## config.mk

```make
export PLATFORM = sky130hd
export DESIGN_NAME = dgc_top
export DESIGN_NICKNAME = d
export VERILOG_FILES = /design/src/design/dgc_byte_order.v /design/src/design/dgc_skid_buf.v /design/src/design/dgc_top.v
export VERILOG_INCLUDE_DIRS = /design/src /design/src/design
export SDC_FILE = /design/constraint.sdc
export NUM_CORES = 1
export LEC_CHECK = 0
export BUFFER_PORTS_ARGS = -buffer_cell sky130_fd_sc_hd__buf_2
export CAP_MARGIN = 20
export CORE_ASPECT_RATIO = 0.75
export CORE_MARGIN = 3
export CORE_UTILIZATION = 44
export DETAILED_ROUTE_END_ITERATION = 6
export PLACE_DENSITY_LB_ADDON = 0.25
export SKIP_LAST_GASP = 1
export SYNTH_ARGS = -nofsm -noshare
export SYNTH_HDL_FRONTEND = slang
export SYNTH_SLANG_ARGS = --single-unit
```

## constraint.sdc

```tcl
create_clock -name i_clk -period 1.7 [get_ports i_clk]
set_input_delay 0.34 -clock i_clk [delete_from_list [all_inputs] [get_ports i_clk]]
set_output_delay 0.34 -clock i_clk [all_outputs]
set_load 0.03 [all_outputs]
```

## src/design/dgc_regs.vh

```
`ifndef DGC_REGS_VH
`define DGC_REGS_VH

// Register byte offsets
`define DGC_OFS_GLOBAL_CTRL 8'h00
`define DGC_OFS_LAST_STATUS 8'h04
`define DGC_OFS_LAST_ADDR 8'h08
`define DGC_OFS_CRC_CTRL 8'h0C

// Global control fields
`define DGC_BIT_ENABLE 15
`define DGC_BIT_SUSPEND 12
`define DGC_BIT_ACTIVE 11

// Last access status fields
`define DGC_BIT_DIR 3
`define DGC_CHAN_HI 2
`define DGC_CHAN_LO 0

// Checksum engine control fields
`define DGC_CRC_BYTE_ORDER_HI 29
`define DGC_CRC_BYTE_ORDER_LO 28
`define DGC_BIT_WBO 27
`define DGC_BIT_CRC_BIT_ORDER 24
`define DGC_POLYNOMIAL_LENGTH_HI 12
`define DGC_POLYNOMIAL_LENGTH_LO 8
`define DGC_BIT_ROUTE 7
`define DGC_BIT_APPEND 6
`define DGC_BIT_TYPE 5
`define DGC_CCH_HI 2
`define DGC_CCH_LO 0

// Byte order encodings
`define DGC_CRC_BYTE_ORDER_NONE 2'h0
`define DGC_CRC_BYTE_ORDER_WORD 2'h1
`define DGC_CRC_BYTE_ORDER_HALF 2'h2
`define DGC_CRC_BYTE_ORDER_HSWAP 2'h3

// Reset values
`define DGC_RST_WORD 32'h0000_0000
`define DGC_RST_CHAN 3'h0
`define DGC_RST_CRC_BYTE_ORDER 2'h0
`define DGC_RST_POLYNOMIAL_LENGTH 5'h00

`endif

```

## src/design/dgc_byte_order.v

```verilog
`default_nettype none

module dgc_byte_order (
  // Selection
  input wire [1:0] i_mode,
  input wire i_wbo,
  // Data
  input wire [31:0] i_data,
  output wire [31:0] o_crc_word,
  output wire [31:0] o_dst_word
);

`include "dgc_regs.vh"

  ////////////////////////////////////////////////////////////////////////////
  // Reorder one word by the selected byte order
  function [31:0] dgc_reorder;
    input [1:0] mode;
    input [31:0] d;
    begin
      case (mode)
        `DGC_CRC_BYTE_ORDER_HSWAP: dgc_reorder = {d[23:16], d[31:24], d[7:0], d[15:8]};
        `DGC_CRC_BYTE_ORDER_HALF: dgc_reorder = {d[15:0], d[31:16]};
        `DGC_CRC_BYTE_ORDER_WORD: dgc_reorder = {d[7:0], d[15:8], d[23:16], d[31:24]};
        default: dgc_reorder = d;
      endcase
    end
  endfunction

  ////////////////////////////////////////////////////////////////////////////
  // Checksum feed always reordered, destination only when enabled
  assign o_crc_word = dgc_reorder(i_mode, i_data);
  assign o_dst_word = i_wbo ? dgc_reorder(i_mode, i_data) : i_data;

endmodule // dgc_byte_order

`default_nettype wire

```

## src/design/dgc_skid_buf.v

```verilog
`default_nettype none

module dgc_skid_buf #(
  parameter W = 64
) (
  // Clock and reset
  input wire i_clk,
  input wire i_nrst,
  // Pause both sides
  input wire i_hold,
  // Filling side
  input wire i_valid,
  input wire [W-1:0] i_data,
  output wire o_ready,
  // Draining side
  output wire o_valid,
  output wire [W-1:0] o_data,
  input wire i_ready
);

  reg [W-1:0] head_ff;
  reg [W-1:0] spare_ff;
  reg [1:0] cnt_ff;
  reg valid_ff;
  reg ready_ff;
  reg [1:0] nxt_cnt;
  wire push;
  wire pop;

  assign push = i_valid & ready_ff;
  assign pop = valid_ff & i_ready;
  assign o_ready = ready_ff;
  assign o_valid = valid_ff;
  assign o_data = head_ff;

  ////////////////////////////////////////////////////////////////////////////
  // Fill level
  always @* begin
    nxt_cnt = cnt_ff;
    if (push && !pop) begin
      nxt_cnt = cnt_ff + 2'h1;
    end else if (pop && !push) begin
      nxt_cnt = cnt_ff - 2'h1;
    end
  end

  ////////////////////////////////////////////////////////////////////////////
  // Head always holds the oldest word so the output is a plain flop
  always @(posedge i_clk) begin
    if (!i_nrst) begin
      head_ff <= {W{1'b0}};
      spare_ff <= {W{1'b0}};
      cnt_ff <= 2'h0;
      valid_ff <= 1'b0;
      ready_ff <= 1'b0;
    end else begin
      cnt_ff <= nxt_cnt;
      // Handshakes are registered, so a hold takes one cycle to bite
      valid_ff <= (nxt_cnt != 2'h0) && !i_hold;
      ready_ff <= (nxt_cnt != 2'h2) && !i_hold;
      if (pop) begin
        if (cnt_ff == 2'h2) begin
          head_ff <= spare_ff;
          if (push) begin
            spare_ff <= i_data;
          end
        end else if (push) begin
          head_ff <= i_data;
        end
      end else if (push) begin
        if (cnt_ff == 2'h0) begin
          head_ff <= i_data;
        end else begin
          spare_ff <= i_data;
        end
      end
    end
  end

endmodule // dgc_skid_buf

`default_nettype wire

```

## src/design/dgc_top.v

```verilog
// Functional notes
// Enable bit runs controller; clear disables all
// Suspend stops transfers, yields bus to processor
// Busy reads one while module is active
// Software skips access right after disabling
// Direction bit one means last access read
// Channel field holds last active channel
// Address register holds last access address
// Modes 11 and 10 swap bytes, halves
// Mode 01 reverses word; 00 passes through
// Write reorder bit applies order to destination
// Bit order bit reflects IP checksum
// Unimplemented bits ignore writes, read zero
// Type bit selects IP checksum or shift register
// Bit order bit reflects shift register CRC
// Append mode never set with write reorder
// Direction, channel, address update together
//
// Chosen here: the register offsets and the plain strobed port.
`default_nettype none

module dgc_top (
  // Clock and reset
  input wire i_clk,
  input wire i_nrst,
  // Register port
  input wire [7:0] i_addr,
  input wire [31:0] i_wdata,
  input wire i_wr,
  input wire i_rd,
  output wire [31:0] o_rdata,
  // Bus access reports from the channels
  input wire i_acc_valid,
  input wire i_acc_read,
  input wire [2:0] i_acc_chan,
  input wire [31:0] i_acc_addr,
  input wire i_xfer_active,
  // Transfer permission to the channels
  output wire o_xfer_allow,
  output wire o_module_active,
  // Source data stream
  input wire i_src_valid,
  input wire [31:0] i_src_data,
  output wire o_src_ready,
  // Reordered words toward checksum engine and destination
  output wire o_out_valid,
  output wire [31:0] o_crc_data,
  output wire [31:0] o_dst_data,
  input wire i_out_ready,
  // Checksum engine configuration
  output wire o_crc_route_en,
  output wire o_crc_append,
  output wire o_crc_ip_mode,
  output wire o_crc_reflect,
  output wire [4:0] o_crc_polynomial_length,
  output wire [2:0] o_crc_chan
);

`include "dgc_regs.vh"

  ////////////////////////////////////////////////////////////////////////////
  // Declarations
  reg enable_ff;
  reg suspend_ff;
  reg active_ff;
  reg run_ff;
  reg dir_ff;
  reg [2:0] chan_ff;
  reg [31:0] acc_addr_ff;
  reg [1:0] crc_byte_order_ff;
  reg wbo_ff;
  reg crc_bit_order_ff;
  reg [4:0] polynomial_length_ff;
  reg route_ff;
  reg append_ff;
  reg type_ff;
  reg [2:0] cch_ff;
  reg [31:0] rdata_ff;
  reg [31:0] nxt_rdata;
  wire wr_ctrl;
  wire wr_crc;
  wire nxt_wbo;
  wire buf_busy;
  wire [31:0] crc_word;
  wire [31:0] dst_word;
  wire [63:0] buf_out;

  ////////////////////////////////////////////////////////////////////////////
  // Write decode
  assign wr_ctrl = i_wr && (i_addr == `DGC_OFS_GLOBAL_CTRL);
  assign wr_crc = i_wr && (i_addr == `DGC_OFS_CRC_CTRL);
  assign nxt_wbo = i_wdata[`DGC_BIT_WBO];

  ////////////////////////////////////////////////////////////////////////////
  // Global control; only the writable bits are kept
  always @(posedge i_clk) begin
    if (!i_nrst) begin
      enable_ff <= 1'b0;
      suspend_ff <= 1'b0;
    end else if (wr_ctrl) begin
      enable_ff <= i_wdata[`DGC_BIT_ENABLE];
      suspend_ff <= i_wdata[`DGC_BIT_SUSPEND];
    end
  end

  ////////////////////////////////////////////////////////////////////////////
  // Transfer permission and activity, one cycle behind the bits
  always @(posedge i_clk) begin
    if (!i_nrst) begin
      run_ff <= 1'b0;
      active_ff <= 1'b0;
    end else begin
      run_ff <= enable_ff && !suspend_ff;
      // Stays high while a channel still reports activity after a disable; words held in the buffer do not count
      active_ff <= enable_ff || i_xfer_active || buf_busy;
    end
  end

  assign o_xfer_allow = run_ff;
  assign o_module_active = active_ff;

  ////////////////////////////////////////////////////////////////////////////
  // Last access record; all three fields load in the same edge
  always @(posedge i_clk) begin
    if (!i_nrst) begin
      dir_ff <= 1'b0;
      chan_ff <= `DGC_RST_CHAN;
      acc_addr_ff <= `DGC_RST_WORD;
    end else if (i_acc_valid) begin
      dir_ff <= i_acc_read;
      chan_ff <= i_acc_chan;
      acc_addr_ff <= i_acc_addr;
    end
  end

  ////////////////////////////////////////////////////////////////////////////
  // Checksum engine control
  always @(posedge i_clk) begin
    if (!i_nrst) begin
      crc_byte_order_ff <= `DGC_RST_CRC_BYTE_ORDER;
      wbo_ff <= 1'b0;
      crc_bit_order_ff <= 1'b0;
      polynomial_length_ff <= `DGC_RST_POLYNOMIAL_LENGTH;
      route_ff <= 1'b0;
      append_ff <= 1'b0;
      type_ff <= 1'b0;
      cch_ff <= `DGC_RST_CHAN;
    end else if (wr_crc) begin
      crc_byte_order_ff <= i_wdata[`DGC_CRC_BYTE_ORDER_HI:`DGC_CRC_BYTE_ORDER_LO];
      wbo_ff <= nxt_wbo;
      crc_bit_order_ff <= i_wdata[`DGC_BIT_CRC_BIT_ORDER];
      polynomial_length_ff <= i_wdata[`DGC_POLYNOMIAL_LENGTH_HI:`DGC_POLYNOMIAL_LENGTH_LO];
      route_ff <= i_wdata[`DGC_BIT_ROUTE];
      // Append refused whenever write reordering is on
      append_ff <= i_wdata[`DGC_BIT_APPEND] && !nxt_wbo;
      type_ff <= i_wdata[`DGC_BIT_TYPE];
      cch_ff <= i_wdata[`DGC_CCH_HI:`DGC_CCH_LO];
    end
  end

  assign o_crc_route_en = route_ff;
  assign o_crc_append = append_ff;
  assign o_crc_ip_mode = type_ff;
  assign o_crc_reflect = crc_bit_order_ff;
  assign o_crc_polynomial_length = polynomial_length_ff;
  assign o_crc_chan = cch_ff;

  ////////////////////////////////////////////////////////////////////////////
  // Read mux; unlisted bits stay zero
  always @* begin
    nxt_rdata = `DGC_RST_WORD;
    if (i_rd) begin
      case (i_addr)
        `DGC_OFS_GLOBAL_CTRL: begin
          nxt_rdata[`DGC_BIT_ENABLE] = enable_ff;
          nxt_rdata[`DGC_BIT_SUSPEND] = suspend_ff;
          nxt_rdata[`DGC_BIT_ACTIVE] = active_ff;
        end
        `DGC_OFS_LAST_STATUS: begin
          nxt_rdata[`DGC_BIT_DIR] = dir_ff;
          nxt_rdata[`DGC_CHAN_HI:`DGC_CHAN_LO] = chan_ff;
        end
        `DGC_OFS_LAST_ADDR: begin
          nxt_rdata = acc_addr_ff;
        end
        `DGC_OFS_CRC_CTRL: begin
          nxt_rdata[`DGC_CRC_BYTE_ORDER_HI:`DGC_CRC_BYTE_ORDER_LO] = crc_byte_order_ff;
          nxt_rdata[`DGC_BIT_WBO] = wbo_ff;
          nxt_rdata[`DGC_BIT_CRC_BIT_ORDER] = crc_bit_order_ff;
          nxt_rdata[`DGC_POLYNOMIAL_LENGTH_HI:`DGC_POLYNOMIAL_LENGTH_LO] = polynomial_length_ff;
          nxt_rdata[`DGC_BIT_ROUTE] = route_ff;
          nxt_rdata[`DGC_BIT_APPEND] = append_ff;
          nxt_rdata[`DGC_BIT_TYPE] = type_ff;
          nxt_rdata[`DGC_CCH_HI:`DGC_CCH_LO] = cch_ff;
        end
        default: begin
          nxt_rdata = `DGC_RST_WORD;
        end
      endcase
    end
  end

  ////////////////////////////////////////////////////////////////////////////
  // Read data valid only in the cycle after the strobe
  always @(posedge i_clk) begin
    if (!i_nrst) begin
      rdata_ff <= `DGC_RST_WORD;
    end else begin
      rdata_ff <= nxt_rdata;
    end
  end

  assign o_rdata = rdata_ff;

  ////////////////////////////////////////////////////////////////////////////
  // Reorder before buffering so the outputs leave from flops
  dgc_byte_order u_order (
    .i_mode(crc_byte_order_ff),
    .i_wbo(wbo_ff),
    .i_data(i_src_data),
    .o_crc_word(crc_word),
    .o_dst_word(dst_word)
  );

  ////////////////////////////////////////////////////////////////////////////
  // Two-entry buffer; held while disabled or suspended
  dgc_skid_buf #(
    .W(64)
  ) u_buf (
    .i_clk(i_clk),
    .i_nrst(i_nrst),
    .i_hold(!run_ff),
    .i_valid(i_src_valid),
    .i_data({crc_word, dst_word}),
    .o_ready(o_src_ready),
    .o_valid(o_out_valid),
    .o_data(buf_out),
    .i_ready(i_out_ready)
  );

  // Buffered words count as activity only while the buffer runs; held words do not
  assign buf_busy = o_out_valid || !o_src_ready && run_ff;
  assign o_crc_data = buf_out[63:32];
  assign o_dst_data = buf_out[31:0];

endmodule // dgc_top

`default_nettype wire

```

==> results.md <==
* Clk network pwr share at 45.9%
* Distinct cells, synth at 41
* Mapped Nets at 1,339
* P_int at 8.58 mW
* Filler cell count at 2,063
* CP arrival at 2.07 ns
* DIE HEIGHT at 137 um
* Outcome: completed
* Layout cells sized above 1 at 25.0%
* Routability cong. at 0.866
* CTS root buf: clkbuf_16
* Slowest CP cell: dfxtp_4
* Crit start category: flop
* Async S/R FF share, synth at 0%
* Sink Count at 219
* CTS H-Tree Depth at 1
* Fmax at 0.599 GHz
* Seq. cell area at 0.00439 sq mm
* Die X at 180 um
* Initial antenna violation count at 1
* Vias at 9,389
* Initial Utilization at 45.1%
* Core Box Area at 0.0222 sq mm
* Ys flop type: dfxtp_1
* Post-CTS Repair Setup Buffers at 0
* Synth-to-layout area growth at 26.1%
* Vias in the first global route at 8,770
* Placed cell count at 1,701
* Clk slew on worst S/H paths at 0.07 ns
* Comb power frac at 7.3%
* Final slew viol count at 0
* Worst Path Max Fanout at 30
* Fin. Hold Viols at 0
* PortBufs at 211
* Mapped Area at 0.0100 sq mm
* Multi-input gate area at 0.00514 sq mm
* Largest stage delay on the critical path at 0.47 ns
* Setup TNS at 0 ns
* Post-Route WL at 30,600 um
* Antenna Nets Post-Route at 0
* Max Cap Viol at 0
* Die area at 0.0246 sq mm
* CTS tree: built
* Switching pwr at 2.56 mW
* Leakage at 5.24 nW
* Avg Cell Area, Syn at 8.21 sq um
* VDD IR max at 0.000608 V
* WL/cell at 17.6 um
* CP Cell Sequence: buf_12 -> mux2i_2 -> o22ai_1 -> nor3_1 -> o21ai_1
* Pre-antenna DRT Iters at 5
* Clk_lat worst skew at 0.51 ns
* Synth Instances at 1,221
* Sw frac at 23.0%
* Via/cell ratio at 5.39
* Slew HR at 71.8%
* Yosys reg bits at 219
* Iter 0 DRT Violations at 709
* WS Path Type: reg -> reg
* PnR worst setup slack at 0.0307 ns
* DP HPWL at 20,800 um
* Pin count of the biggest net entering global routing at 65
* Synth Warn # at 0
* Count of final setup violators at 0
* Post-synth EDFFs at 0
* Register area share after synthesis at 43.7%
* Layout Cells excl Fill at 1,741
* GRT Total Usage at 23.4%
* IO Pins at 228
* CP endpoint kind: flop
* DP Worst Slack at 0.0434 ns
* FP Rows at 47
* CTS buffer count at 23
* RSZ-0062 raised after global routing: yes
* Gr ovfl total at 0
* DP Area at 0.0118 sq mm
* Power per cell area at 881 mW/mm^2
* Residual DRC at 0
* Finished Cell Area at 0.0126 sq mm
* Tmin final at 1.67 ns
* Fin nets at 1,550
* CTS Buffer Depth at 3
* Antenna diodes at 0
* Crit path required time at 2.10 ns
* Hold Crit Class: in -> reg
* Skew final at 0.00790 ns
* Slew @ Worst Pin at 0.411 ns
* Fin crit share at 98.2%
* Sequential share of power at 46.8%
* Global-route wire length before repair at 47,300 um
==> logic make-up after synthesis <==
kind of cell               count (synthesis)  share of synthesized area [%]
xor gates and xnor gates                   2                          0.175
and+or+nand+nor                          457                           21.5
DFF                                      219                           43.7
muxes                                    119                           11.9
AOI/OAI and AO/OA                        287                           16.6
buffers and inverters                    135                           5.83
adders and majority gates                  2                          0.250
==> final cells by class <==
| class | count | area share [%] |
|---|---|---|
| Clock buffer | 32 | 5.29 |
| Clock inverter | 8 | 0.713 |
| Inverter | 34 | 1.01 |
| Multi-Input combinational cell | 867 | 40.6 |
| Sequential cell | 219 | 34.8 |
| Tap cell | 294 | 2.91 |
| Timing Repair Buffer | 287 | 14.7 |
==> what timing repair did <==
action	4_1_cts	5_1_grt
gates resized for setup	0	28
endpoints found under the hold margin	0	0
hold buffers	0	0
setup endpoints to repair	0	39
==> critical path: cells and delay by family, from the launching register on <==
family	cells	cell delay, ns
flip-flops	1	0.47
buffers and inverters	1	0.24
multiplexers	1	0.37
AND/OR/NAND/NOR	1	0.21
AO/OA/AOI/OAI	2	0.26
==> Yosys cell counts, types with 2 or more instances <==
cell type  count  area share (%)
o22ai_1       32             2.0
mux2_2         3            0.34
buf_4          7            0.52
buf_1         12            0.45
nor2b_1       38             2.4
nor3_1        67             3.3
o21ai_0      136             6.8
and2_1        21             1.3
nor2_1        60             2.2
o21ai_1        4            0.20
nand2_1      185             6.9
a31o_2         3            0.26
dfxtp_1      219              44
mux2i_1      116              12
a21boi_1       6            0.45
ha_1           2            0.25
buf_2         35             1.7
a211oi_1       2            0.15
clkbuf_1      46             1.7
a31oi_1       32             2.0
a21boi_0      26             1.9
nand3_1       48             2.4
xnor2_1        2            0.17
a21oi_1       36             1.8
a22oi_1        3            0.22
inv_1         34             1.3
nand2b_1      32             2.0
==> placed cells by master, fill, tap and decap left out, types with 34 or more instances in the layout <==
| cell type | netlist | routed |
|---|---|---|
| dfxtp_1 | 219 | 213 |
| buf_2 | 35 | 210 |
| nand2_1 | 185 | 185 |
| o21ai_0 | 136 | 129 |
| mux2i_1 | 116 | 101 |
| nor3_1 | 67 | 67 |
| nor2_1 | 60 | 59 |
| buf_4 | 7 | 59 |
| nand3_1 | 48 | 47 |
| nor2b_1 | 38 | 38 |
| a21oi_1 | 36 | 36 |
| inv_1 | 34 | 34 |
==> power groups by stage <==
stage	clock network, mW	logic (mW)	registers (mW)
final	5.11	0.818	5.21
after global placement	0	0.775	5.32
after floorplan	0	0.428	5.33
after detailed placement	0	0.786	5.33
after CTS	5.20	0.791	5.21
after global routing	5.40	0.895	5.22
==> path summary, 6_finish.rpt <==
path                                                         from                       endpoint  slack [ns]  depth (start not counted)
worst max-delay path            crc_byte_order_ff[1]$_SDFFE_PN0P_  u_buf.o_data[10]$_SDFFE_PN0P_        0.03                          5
worst max register to register  crc_byte_order_ff[1]$_SDFFE_PN0P_  u_buf.o_data[10]$_SDFFE_PN0P_        0.03                          5
worst min-delay path                                  i_wdata[27]      o_crc_append$_SDFFE_PN0P_        0.03                          2
worst min register to register    u_buf.spare_ff[12]$_SDFFE_PN0P_  u_buf.o_data[12]$_SDFFE_PN0P_        0.45                          2
==> flip-flops by register name, summed over array words and instances, names as in the netlist, 2 cells and up <==
register and cells:
acc_addr_ff 32, chan_ff 3, crc_byte_order_ff 2, o_crc_chan 3
o_crc_polynomial_length 5, o_rdata 32, u_buf.cnt_ff 2, u_buf.o_data 64
u_buf.spare_ff 64
==> routing by layer <==
metal / track usage (%) / routed length, um / vias up
met5: 0 / 0 / -
met4: 5.20 / 535 / 0
met3: 4.09 / 1990 / 41
met2: 35.7 / 13200 / 291
met1: 34.8 / 14800 / 4434
li1: - / - / 4623
==> through the flow <==
stage	utilization (%)	power [mW]	hold WS (ns)
floorplan	-	5.75	0.411
global placement	53.1	6.10	0.429
detailed placement	53.1	6.11	0.432
CTS	56.5	11.2	0.0182
global route	56.9	11.5	0.0256
finish	56.9	11.1	0.0326
Power figures use the tool's default switching activity.
